File: src/pkg/ihrp_pkg.sv
package ihrp_pkg;
  // ----------------------------------------
  // Bus identity and framing
  // ----------------------------------------
  localparam logic [6:0] IHRP_TARGET_ADDR = 7'h28;
  localparam int IHRP_BYTE_BITS = 8;
  localparam logic [7:0] IHRP_PTR_RESET = 8'h00;
  localparam int IHRP_SYNC_STAGES = 2;

  // ----------------------------------------
  // Carriers
  // ----------------------------------------
  // Register access request from the serial port
  typedef struct packed {
    logic wr;
    logic [7:0] addr;
    logic [7:0] data;
  } ihrp_wr_t;

  // Sampled bus line levels
  typedef struct packed {
    logic scl;
    logic sda;
  } ihrp_lines_t;
endpackage : ihrp_pkg

File: src/rtl/ihrp_sync.sv
`timescale 1ns/100ps
// Two-stage synchroniser for the host bus lines
module ihrp_sync (
  input wire logic clk,
  input wire logic rst_n,
  input wire ihrp_pkg::ihrp_lines_t raw,
  output ihrp_pkg::ihrp_lines_t synced
);
  import ihrp_pkg::*;
  ihrp_lines_t stage1_reg;
  ihrp_lines_t stage2_reg;

  // ----------------------------------------
  // Metastability stages
  // ----------------------------------------
  // Idle bus level is high, so reset to released lines
  always_ff @(posedge clk) begin
    if (!rst_n) begin
      stage1_reg <= '{scl: 1'b1, sda: 1'b1};
      stage2_reg <= '{scl: 1'b1, sda: 1'b1};
    end else begin
      stage1_reg <= raw;
      stage2_reg <= stage1_reg;
    end
  end
  assign synced = stage2_reg;
endmodule : ihrp_sync

File: src/rtl/ihrp_target.sv
`timescale 1ns/100ps
// Operation
// RULE_01: Only the 7-bit address 0x28 (0x50 with the direction bit) is answered.
// RULE_02: Every transfer is begun by the host; this port never makes a start.
// RULE_03: Bytes move MSB first, eight bits each, on the host clock, each followed by an ack.
// RULE_04: Single and multi byte reads and writes to the register space are accepted.
// RULE_05: The host drives the clock and this port never stretches it outside bypass.
// RULE_06: Both lines are driven only open drain, low or released, never high.
// RULE_07: A write sets the pointer from the first byte then stores data at rising pointers.
// RULE_08: A combined read after a repeated start returns data from the written pointer.
// RULE_09: A pointer-only write is acked, keeps the pointer and writes nothing.
// RULE_10: A fresh read starts at the held pointer and advances one register per byte.
// RULE_11: The host event interrupt signals that new results are ready.
// RULE_12: Standard, Fast, Fast-mode Plus and High-speed bus modes work.
// RULE_13: Multi-byte values are little-endian, low byte at the low address and sent first.
// RULE_14: On an address mismatch the data line stays released and the frame is ignored.
module ihrp_target (
  input wire logic clk,
  input wire logic rst_n,
  input wire logic host_bus_clock_line_i,
  output logic host_bus_clock_line_o,
  output logic host_bus_clock_line_oe_n,
  input wire logic host_bus_data_line_i,
  output logic host_bus_data_line_o,
  output logic host_bus_data_line_oe_n,
  output ihrp_pkg::ihrp_wr_t reg_wr,
  output logic [7:0] reg_rd_addr,
  input wire logic [7:0] reg_rd_data,
  output logic reg_rd_strobe,
  input wire logic bypass_stretch,
  input wire logic results_ready,
  output logic host_event_irq,
  output logic [7:0] pointer
);
  import ihrp_pkg::*;

  typedef enum logic [2:0] {
    IHRP_IDLE, IHRP_START, IHRP_ADDR, IHRP_ADDR_ACK, IHRP_RX, IHRP_RX_ACK,
    IHRP_TX, IHRP_TX_ACK
  } ihrp_state_t;

  // ----------------------------------------
  // Line sampling and condition detect
  // ----------------------------------------
  ihrp_lines_t raw_lines;
  ihrp_lines_t lines;
  ihrp_lines_t last_reg;
  assign raw_lines = '{scl: host_bus_clock_line_i, sda: host_bus_data_line_i};

  ihrp_sync u_sync (
    .clk(clk),
    .rst_n(rst_n),
    .raw(raw_lines),
    .synced(lines)
  );

  always_ff @(posedge clk) begin
    if (!rst_n) last_reg <= '{scl: 1'b1, sda: 1'b1};
    else last_reg <= lines;
  end

  // Edges are taken from the synchronised copy only
  wire scl_rise = lines.scl & ~last_reg.scl;
  wire scl_fall = ~lines.scl & last_reg.scl;
  wire start_det = lines.scl & last_reg.scl & last_reg.sda & ~lines.sda; // RULE_02
  wire stop_det = lines.scl & last_reg.scl & ~last_reg.sda & lines.sda;

  // ----------------------------------------
  // Byte engine state
  // ----------------------------------------
  ihrp_state_t state_reg, state_next;
  logic [7:0] shift_reg, shift_next;
  logic [2:0] bit_reg, bit_next;
  logic [7:0] ptr_reg, ptr_next;
  logic first_reg, first_next;
  logic sda_low_reg, sda_low_next;
  logic wr_pulse_next;
  logic rd_pulse_next;
  logic nack_reg, nack_next;

  // Address match; the low bit of the shifted byte is the direction
  wire addr_hit = (shift_reg[7:1] == IHRP_TARGET_ADDR); // RULE_01
  wire dir_read = shift_reg[0];
  wire [7:0] ptr_inc = ptr_reg + 8'h01; // RULE_13

  always_comb begin
    state_next = state_reg;
    shift_next = shift_reg;
    bit_next = bit_reg;
    ptr_next = ptr_reg;
    first_next = first_reg;
    sda_low_next = sda_low_reg;
    wr_pulse_next = 1'b0;
    rd_pulse_next = 1'b0;
    nack_next = nack_reg;
    if (start_det) begin
      // Repeated start keeps the pointer for combined reads
      state_next = IHRP_START; // RULE_08
      bit_next = 3'd7;
      sda_low_next = 1'b0;
    end else if (stop_det) begin
      state_next = IHRP_IDLE;
      sda_low_next = 1'b0;
    end else begin
      case (state_reg)
        IHRP_START: begin
          // Clock fall that closes the start carries no bit, so it must not count
          if (scl_fall) begin
            state_next = IHRP_ADDR;
            bit_next = 3'd7;
          end
        end
        IHRP_IDLE: begin
          sda_low_next = 1'b0; // RULE_14
        end
        IHRP_ADDR, IHRP_RX: begin
          if (scl_rise) begin
            shift_next = {shift_reg[6:0], lines.sda}; // RULE_03
          end
          if (scl_fall && bit_reg == 3'd0) begin
            if (state_reg == IHRP_ADDR && !addr_hit) begin
              state_next = IHRP_IDLE; // RULE_14
            end else begin
              state_next = (state_reg == IHRP_ADDR) ? IHRP_ADDR_ACK : IHRP_RX_ACK;
              sda_low_next = 1'b1; // RULE_07
            end
          end else if (scl_fall) begin
            bit_next = bit_reg - 3'd1;
          end
        end
        IHRP_ADDR_ACK: begin
          if (scl_fall) begin
            bit_next = 3'd7;
            if (dir_read) begin
              state_next = IHRP_TX; // RULE_10
              shift_next = reg_rd_data;
              sda_low_next = ~reg_rd_data[7];
              rd_pulse_next = 1'b1;
            end else begin
              state_next = IHRP_RX;
              first_next = 1'b1;
              sda_low_next = 1'b0;
            end
          end
        end
        IHRP_RX_ACK: begin
          if (scl_fall) begin
            state_next = IHRP_RX;
            bit_next = 3'd7;
            sda_low_next = 1'b0;
            first_next = 1'b0;
            if (first_reg) begin
              ptr_next = shift_reg; // RULE_09
            end else begin
              wr_pulse_next = 1'b1; // RULE_07
              ptr_next = ptr_inc;
            end
          end
        end
        IHRP_TX: begin
          if (scl_fall) begin
            if (bit_reg == 3'd0) begin
              state_next = IHRP_TX_ACK;
              sda_low_next = 1'b0; // Release for the host ack
              ptr_next = ptr_inc; // RULE_10
            end else begin
              bit_next = bit_reg - 3'd1;
              shift_next = {shift_reg[6:0], 1'b0};
              sda_low_next = ~shift_reg[6]; // RULE_03
            end
          end
        end
        IHRP_TX_ACK: begin
          if (scl_rise) begin
            nack_next = lines.sda;
          end
          if (scl_fall) begin
            if (nack_reg) begin
              state_next = IHRP_IDLE; // RULE_08
            end else begin
              state_next = IHRP_TX;
              bit_next = 3'd7;
              shift_next = reg_rd_data;
              sda_low_next = ~reg_rd_data[7];
              rd_pulse_next = 1'b1;
            end
          end
        end
        default: begin
          state_next = IHRP_IDLE;
        end
      endcase
    end
  end

  // ----------------------------------------
  // Registers
  // ----------------------------------------
  logic wr_pulse_reg;
  logic rd_pulse_reg;
  logic [7:0] wr_addr_reg;
  logic [7:0] wr_data_reg;
  logic irq_reg;

  always_ff @(posedge clk) begin
    if (!rst_n) begin
      state_reg <= IHRP_IDLE;
      shift_reg <= 8'h00;
      bit_reg <= 3'd7;
      ptr_reg <= IHRP_PTR_RESET;
      first_reg <= 1'b0;
      sda_low_reg <= 1'b0;
      nack_reg <= 1'b0;
    end else begin
      state_reg <= state_next;
      shift_reg <= shift_next;
      bit_reg <= bit_next;
      ptr_reg <= ptr_next;
      first_reg <= first_next;
      sda_low_reg <= sda_low_next;
      nack_reg <= nack_next;
    end
  end

  // Write strobe carries the address used before the pointer moved
  always_ff @(posedge clk) begin
    if (!rst_n) begin
      wr_pulse_reg <= 1'b0;
      rd_pulse_reg <= 1'b0;
      wr_addr_reg <= 8'h00;
      wr_data_reg <= 8'h00;
    end else begin
      wr_pulse_reg <= wr_pulse_next;
      rd_pulse_reg <= rd_pulse_next;
      if (wr_pulse_next) begin
        wr_addr_reg <= ptr_reg; // RULE_04
        wr_data_reg <= shift_reg;
      end
    end
  end

  // Event line mirrors the results flag, registered
  always_ff @(posedge clk) begin
    if (!rst_n) irq_reg <= 1'b0;
    else irq_reg <= results_ready; // RULE_11
  end

  // ----------------------------------------
  // Outputs
  // ----------------------------------------
  // Open drain: output is always low, enable low means pulling
  assign host_bus_data_line_o = 1'b0; // RULE_06
  assign host_bus_data_line_oe_n = ~sda_low_reg; // RULE_06
  assign host_bus_clock_line_o = 1'b0;
  // Stretch only in bypass, during the clock low phase
  assign host_bus_clock_line_oe_n = ~(bypass_stretch & ~lines.scl); // RULE_05
  assign reg_wr = '{wr: wr_pulse_reg, addr: wr_addr_reg, data: wr_data_reg};
  assign reg_rd_addr = ptr_reg;
  assign reg_rd_strobe = rd_pulse_reg;
  assign host_event_irq = irq_reg;
  assign pointer = ptr_reg;
  // Sync plus edge logic ~20 ns; High-speed low phase is well above that at 200 MHz
  // RULE_12
endmodule : ihrp_target

File: config.mk
export PLATFORM = sky130hd
export DESIGN_NAME = ihrp_target
export DESIGN_NICKNAME = d
export VERILOG_FILES = /design/src/pkg/ihrp_pkg.sv /design/src/rtl/ihrp_sync.sv /design/src/rtl/ihrp_target.sv
export SDC_FILE = /design/constraint.sdc
export NUM_CORES = 1
export LEC_CHECK = 0
export BUFFER_PORTS_ARGS = -buffer_cell sky130_fd_sc_hd__buf_2
export CELL_PAD_IN_SITES_DETAIL_PLACEMENT = 0
export CELL_PAD_IN_SITES_GLOBAL_PLACEMENT = 2
export CORE_AREA = 2 2 99 101
export CTS_CLUSTER_DIAMETER = 120
export DETAILED_ROUTE_END_ITERATION = 8
export DIE_AREA = 0 0 101 103
export PLACE_DENSITY = 0.79
export SLEW_MARGIN = 15
export SYNTH_ARGS = -nofsm -noshare
export SYNTH_HDL_FRONTEND = slang
export SYNTH_SLANG_ARGS = --single-unit
File: constraint.sdc
create_clock -name clk -period 1.8 [get_ports clk]
set_clock_uncertainty 0.1 [all_clocks]
set_input_delay 0.45 -clock clk [delete_from_list [all_inputs] [get_ports clk]]
set_output_delay 0.45 -clock clk [all_outputs]
set_load 0.005 [all_outputs]
==> out/qor.csv, run 1 <==
stage,metric,value,unit
status,run status,"complete, no violations",
cells_and_area,fill cell count,980,
worst_setup_path,total stage count of the critical path,7,
placement,detailed placement HPWL,5560,µm
sta,worst hold slack after final layout,0.229,ns
cells_and_area,layout cells sized above 1,35.6,%
global_route,number of antenna violations at the first check in global routing,0,
worst_setup_path,critical path's largest stage delay,0.41,ns
cells_and_area,# diodes,0,
placement,routability congestion estimate,0.883,
global_route,remaining global-route overflow,0,
cts,CTS tree,done,
worst_setup_path,chain of cells forming the critical path,inv_2 > ha_4 > and4bb_2 > o211ai_1 > buf_4 > nand2_1 > a31oi_1,
floorplan,Die Footprint,0.0104,mm²
cells_and_area,area of the multi-input gates,0.00157,mm²
detailed_routing,overall routed net length,7630,µm
cts,clock latency of the later-clocked register in the worst-skew pair,0.30,ns
logic_synthesis,number of enable flip-flop cells after synthesis,0,
detailed_routing,average detailed-routed wire length per instance,14.8,µm
cts,Num CTS Buffers,5,
cts,CTS sink count,50,
sta,time the final worst path needs with I/O delays and setup,1.77,ns
worst_setup_path,crit path max fanout,5,
floorplan,Core Region,0.00946,mm²
logic_synthesis,area share of the largest cell type after synthesis,36.4,%
placement,DP Area,0.00337,mm²
worst_setup_path,reg-to-reg critical path startpoint,bit_reg[1]$_SDFFE_PP1P_,
logic_synthesis,largest cells by area after synthesis,"sky130_fd_sc_hd__dfxtp_1, sky130_fd_sc_hd__mux2i_1, sky130_fd_sc_hd__nor2_1",
power,leakage component of the power,1.64,nW
power,worst vdd ir,308,µV
floorplan,initial standard-cell utilization of the core,29.0,%
cts,"CTS clk-pin slew, worst paths",0.10,ns
cts,H-tree depth reported by CTS,2,
worst_setup_path,crit path max-delay cell type,sky130_fd_sc_hd__o211ai_1,
global_route,number of global-route vias before repair,2425,
floorplan,IO Count,53,
detailed_routing,Pre-antenna DRT Iters,4,
sta,Final Slew Violations,0,
worst_setup_path,nature of the critical path startpoint,flip-flop,
detailed_routing,total via count after detailed routing,2632,
cells_and_area,final standard cell count with taps included and fillers excluded,516,
cells_and_area,layout overhead on the synthesized area,29.7,%
floorplan,Placement Rows,36,
detailed_routing,initial drt markers,137,
detailed_routing,length of routed wiring on met1,3460,µm
cts,Clk Tree Root Cell,sky130_fd_sc_hd__clkbuf_8,
detailed_routing,Highest Signal Layer,met4,
detailed_routing,detailed-route vias per instance,5.10,
detailed_routing,Met3 Wirelength,266,µm
sta,unrepaired setup endpoints after global routing,yes,
placement,instance count after placement with tap cells included,504,
cells_and_area,Layout Nets,419,
placement,total of buffers placed on input and output ports,50,
min_path,launch instance of the worst min-delay path,host_bus_clock_line_i,
logic_synthesis,number of warning messages in the yosys log,0,
run,max-cap check violation count,0,
power,P per Cell Area,540,mW/mm²
worst_setup_path,critical path class,reg2reg,
sta,Finish-stage setup viols,0,
cts,Clock Tree Buf Depth,2,
logic_synthesis,most instantiated flip-flop cell in the synthesis netlist,sky130_fd_sc_hd__dfxtp_1,
sta,FMAX,564,MHz
floorplan,Vert. Die Dim,103,µm
min_path,class of the most critical hold timing path,in2reg,
cells_and_area,most frequent cells in the layout,"sky130_fd_sc_hd__buf_4, sky130_fd_sc_hd__buf_2, sky130_fd_sc_hd__dfxtp_1",
logic_synthesis,gate count of the mapped netlist,316,
cells_and_area,post-route cell area,0.00356,mm²
worst_setup_path,endpoint of the most critical setup path,pointer[0]$_SDFFE_PN0P_,
global_route,pin count of the biggest net entering global routing,22,
sta,total count of hold-check failures in the final report,0,
worst_setup_path,length in cells of the worst reg-to-reg path,7,
logic_synthesis,netlist area before placement,0.00275,mm²
global_route,Global Route Usage Sum,14.6,%
logic_synthesis,fraction of the yosys area taken by sequential cells,36.4,%
worst_setup_path,Register-to-Register Setup Slack,0.03,ns
detailed_routing,Post-DRT Antenna Nets,0,
worst_setup_path,nature of the critical path endpoint,flip-flop,
sta,total negative slack,0,ns
worst_setup_path,number of buffers and inverters on the critical path,2,
logic_synthesis,largest area contributor in the synthesized netlist,sky130_fd_sc_hd__dfxtp_1,
worst_setup_path,Critical Path RT,1.93,ns
detailed_routing,drc violations,0,
logic_synthesis,Unique masters post-synth,62,
floorplan,width of the die,101,µm
worst_setup_path,worst flop-to-flop path endpoint,pointer[0]$_SDFFE_PN0P_,
cells_and_area,area used by sequential logic in the layout,0.00102,mm²
detailed_routing,met2 wire len,3790,µm
worst_setup_path,CP Launch Point,bit_reg[1]$_SDFFE_PP1P_,
global_route,wire length of the first global-routing pass,12000,µm
logic_synthesis,synthesized area per cell,8.70,µm²
sta,share of the clock period used by the worst path after layout,98.6,%
logic_synthesis,share of synthesized flip-flops with an asynchronous set or reset,0,%
logic_synthesis,Yosys reg bits,50,
cells_and_area,most common library cell in the layout ignoring fill and taps,sky130_fd_sc_hd__buf_4,
worst_setup_path,cell family with most CP delay,compound AO/OA/AOI/OAI gates,
worst_setup_path,arrival time of data at the critical path endpoint,1.91,ns
## worst min path at each step
stage,end,depth (start not counted),slack (ns)
after global placement,u_sync.synced[0]$_SDFF_PN1_,1,0.29
after detailed placement,u_sync.synced[1]$_SDFF_PN1_,1,0.29
final,u_sync.stage1_reg[1]$_SDFF_PN1_,2,0.23
after CTS,u_sync.stage1_reg[1]$_SDFF_PN1_,2,0.22
after global routing,u_sync.stage1_reg[0]$_SDFF_PN1_,2,0.23
after floorplan,u_sync.synced[0]$_SDFF_PN1_,1,0.29
## cell type report
cell class	instances	area share, %
clock buffers	5	1.93
clock inverters	2	0.421
inverters	10	1.05
multi-input cells	224	43.9
flip-flops and latches	50	28.7
well taps	114	4.00
repair buffers	111	20.0
## cell usage after synthesis, types with 6 or more instances
master and number:
sky130_fd_sc_hd__buf_4 11, sky130_fd_sc_hd__nand3_1 8, sky130_fd_sc_hd__mux2i_1 18, sky130_fd_sc_hd__o22a_1 6, sky130_fd_sc_hd__nand2_1 20, sky130_fd_sc_hd__buf_2 10
sky130_fd_sc_hd__dfxtp_1 50, sky130_fd_sc_hd__o21ai_0 13, sky130_fd_sc_hd__inv_1 9, sky130_fd_sc_hd__o221a_1 6, sky130_fd_sc_hd__a21oi_1 19, sky130_fd_sc_hd__clkbuf_1 9
sky130_fd_sc_hd__and3_1 6, sky130_fd_sc_hd__nand2b_1 14, sky130_fd_sc_hd__nor2_1 26
## worst reg2reg max path, cell delays in order (launching register included)
cell	delay (ns)
sky130_fd_sc_hd__dfxtp_2	0.35
sky130_fd_sc_hd__inv_2	0.05
sky130_fd_sc_hd__ha_4	0.16
sky130_fd_sc_hd__and4bb_2	0.24
sky130_fd_sc_hd__o211ai_1	0.41
sky130_fd_sc_hd__buf_4	0.20
sky130_fd_sc_hd__nand2_1	0.05
sky130_fd_sc_hd__a31oi_1	0.13
## power breakdown
part | total, mW | switching (mW) | internal, mW
combinational | 0.149 | 0.0805 | 0.0681
sequential | 1.12 | 0.00969 | 1.11
clock | 0.655 | 0.389 | 0.267
total | 1.92 | 0.479 | 1.44
## per-stage QoR
| step | util [%] | setup WS, ns | power, mW |
|---|---|---|---|
| global placement | 35.6 | -0.0980 | 1.29 |
| floorplan | - | 0.00457 | 1.23 |
| CTS | 36.9 | 0.00297 | 1.95 |
| finish | 37.7 | 0.0260 | 1.92 |
| detailed placement | 35.6 | -0.139 | 1.29 |
| global route | 37.7 | -0.0894 | 2.00 |
## cells by family after synthesis
family | synth area share [%]
other | 0.136
buffers and inverters | 9.20
XOR/XNOR | 0.638
multiplexers | 6.97
AO/OA/AOI/OAI | 22.5
adder cells (fa/ha/maj) | 1.37
AND/OR/NAND/NOR | 22.8
flip-flops | 36.4
## layer usage
metal | up-vias | GRT usage [%]
met5 | - | 0
met4 | 0 | 4.05
met3 | 9 | 2.31
met2 | 62 | 26.4
met1 | 1244 | 18.0
li1 | 1317 | -
## timing repair
item / in CTS / in global routing
cloned: 0 / 1
hold endpoints to repair: 0 / 0
resized for setup: 12 / 15
pin swaps: 4 / 6
hold buffers: 0 / 0
endpoints found under the setup margin: 34 / 32
setup buffers: 1 / 3
Note: power is estimated with default switching activity, not from simulation.
==> run 2: changes to the inputs <==
==> constraint.sdc (replaced) <==
create_clock -name clk -period 1.8 [get_ports clk]
set_clock_uncertainty 0.1 [all_clocks]
set_input_delay 0.45 -clock clk [delete_from_list [all_inputs] [get_ports clk]]
set_output_delay 0.45 -clock clk [all_outputs]
set_load 0.05 [all_outputs]
==> out/qor.csv, run 2 (synthesized netlist as in run 1, its figures left out) <==
stage,metric,value,unit,change
global_route,wire length of the first global-routing pass,12000,µm,+0.12%
floorplan,Core Region,0.00946,mm²,unchanged
cts,H-tree depth reported by CTS,2,,unchanged
sta,total count of hold-check failures in the final report,0,,unchanged
global_route,number of global-route vias before repair,2388,,-1.5%
detailed_routing,overall routed net length,7740,µm,+1.5%
worst_setup_path,number of buffers and inverters on the critical path,0,,-2
worst_setup_path,arrival time of data at the critical path endpoint,1.87,ns,-0.04 ns
placement,total of buffers placed on input and output ports,50,,unchanged
sta,Max transition margin,66.8,%,
cells_and_area,Layout Nets,420,,+0.24%
power,total power,2.14,mW,+11%
sta,FMAX,570,MHz,+1.0%
cts,"CTS clk-pin slew, worst paths",0.11,ns,about the same
floorplan,Vert. Die Dim,103,µm,unchanged
cells_and_area,final standard cell count with taps included and fillers excluded,518,,+0.39%
detailed_routing,detailed-route vias per instance,5.08,,-0.31%
cells_and_area,most common library cell in the layout ignoring fill and taps,sky130_fd_sc_hd__buf_4,,
sta,transition time of the tightest slew-check pin,0.494,ns,
power,worst vdd ir,279,µV,-9.3%
global_route,Global Route Usage Sum,15.0,%,+0.37 points
detailed_routing,initial drt markers,123,,-10%
cts,Clk Tree Root Cell,sky130_fd_sc_hd__clkbuf_8,,
cells_and_area,layout overhead on the synthesized area,33.1,%,
worst_setup_path,critical path class,reg2reg,,
cts,CTS sink count,50,,unchanged
min_path,launch instance of the worst min-delay path,host_bus_clock_line_i,,
sta,Finish-stage setup viols,0,,unchanged
run,max-cap check violation count,0,,unchanged
worst_setup_path,Critical Path RT,1.91,ns,-0.02 ns
placement,routability congestion estimate,0.820,,-7.1%
worst_setup_path,crit path max fanout,2,,-3
power,leakage component of the power,1.66,nW,+1.4%
cts,Num CTS Buffers,5,,unchanged
cells_and_area,layout cells sized above 1,37.6,%,+2.1 points
sta,min setup slack post-route,0.0441,ns,+0.0181 ns
worst_setup_path,CP Launch Point,shift_reg[1]$_SDFFE_PN0P_,,
global_route,Most Crowded Layer GR,met2,,
global_route,M3 GR Usage,2.03,%,-0.27 points
cts,CTS tree,done,,
worst_setup_path,cell family with most CP delay,compound AO/OA/AOI/OAI gates,,
cts,clock latency of the later-clocked register in the worst-skew pair,0.31,ns,about the same
power,P per Cell Area,585,mW/mm²,+8.5%
global_route,number of antenna violations at the first check in global routing,0,,unchanged
floorplan,Placement Rows,36,,unchanged
worst_setup_path,chain of cells forming the critical path,or3_1 > o211a_1 > a211o_1 > mux2_2,,
placement,detailed placement HPWL,5540,µm,-0.43%
worst_setup_path,crit path max-delay cell type,sky130_fd_sc_hd__or3_1,,
detailed_routing,average detailed-routed wire length per instance,14.9,µm,+1.2%
cells_and_area,most frequent cells in the layout,"sky130_fd_sc_hd__buf_4, sky130_fd_sc_hd__buf_2, sky130_fd_sc_hd__dfxtp_1",,
sta,share of the clock period used by the worst path after layout,97.6,%,-1.0 points
cells_and_area,# diodes,0,,unchanged
global_route,met1 usage in global routing,18.6,%,+0.62 points
global_route,global-route met2 utilization,26.8,%,+0.46 points
global_route,pin count of the biggest net entering global routing,22,,unchanged
global_route,remaining global-route overflow,0,,unchanged
placement,pre-CTS setup slack,-0.174,ns,-0.0349 ns
placement,instance count after placement with tap cells included,506,,+0.40%
sta,time the final worst path needs with I/O delays and setup,1.76,ns,-0.0181 ns
floorplan,width of the die,101,µm,unchanged
cts,Clock Tree Buf Depth,2,,unchanged
detailed_routing,total via count after detailed routing,2634,,+0.076%
detailed_routing,drc violations,0,,unchanged
sta,total negative slack,0,ns,unchanged
floorplan,initial standard-cell utilization of the core,29.0,%,unchanged
worst_setup_path,nature of the critical path endpoint,flip-flop,,
floorplan,IO Count,53,,unchanged
status,run status,"complete, no violations",,
sta,unrepaired setup endpoints after global routing,yes,,
detailed_routing,Post-DRT Antenna Nets,0,,unchanged
floorplan,Die Footprint,0.0104,mm²,unchanged
detailed_routing,Pre-antenna DRT Iters,4,,unchanged
worst_setup_path,nature of the critical path startpoint,flip-flop,,
sta,Final Slew Violations,0,,unchanged
min_path,class of the most critical hold timing path,in2reg,,
worst_setup_path,reg-to-reg critical path startpoint,shift_reg[1]$_SDFFE_PN0P_,,
worst_setup_path,critical path's largest stage delay,0.44,ns,+0.03 ns
cells_and_area,final core area utilization,38.7,%,+0.98 points
run 2: cell types whose count changed in the layout (fill, tap and decap cells not counted), sizes merged:
cell and change:
or4b +1, bufinv +1, inv +1, clkinvlp -1
run 2: worst paths after layout:
kind | slack, ns | depth (start not counted) | end
max | 0.04 | 4 | sda_low_reg$_SDFFE_PP0P_
min | 0.22 | 2 | u_sync.stage1_reg[1]$_SDFF_PN1_
max reg2reg | 0.04 | 4 | sda_low_reg$_SDFFE_PP0P_
min reg2reg | 0.31 | 1 | u_sync.synced[1]$_SDFF_PN1_
run 2: metrics by stage:
stage                     hold slack [ns]  area (µm²)
after floorplan                     0.286        2770
after global routing                0.209        3660
after CTS                           0.210        3580
after global placement              0.291        3390
final                               0.223        3660
after detailed placement            0.292        3390
run 2: where the power goes:
group	internal, mW	total, mW	switching (mW)
Sequential	1.11	1.12	0.00948
Clock	0.424	0.852	0.428
Combinational	0.0720	0.169	0.0974
run 2: area by class of cell:
class	count	area [µm²]
fill	949	5800
multi-input combinational	225	1610
sequential	50	1020
timing repair buffer	111	729
tap	114	143
clock buffer	5	68.8
clock inverter	3	48.8
inverter	10	37.5
run 2: metal layers:
metal	wire length, µm	up-vias	part of all wire [%]
met4	123	0	1.6
met2	3710	68	48
met1	3580	1237	46
li1	-	1319	-
met5	0	-	0
met3	326	10	4.2
run 2: what timing repair did:
action,CTS,global route
gates cloned,2,0
gates resized for setup,15,19
hold buffers,0,0
endpoints found under the setup margin,37,37
buffers inserted,1,2
pin swaps,2,5
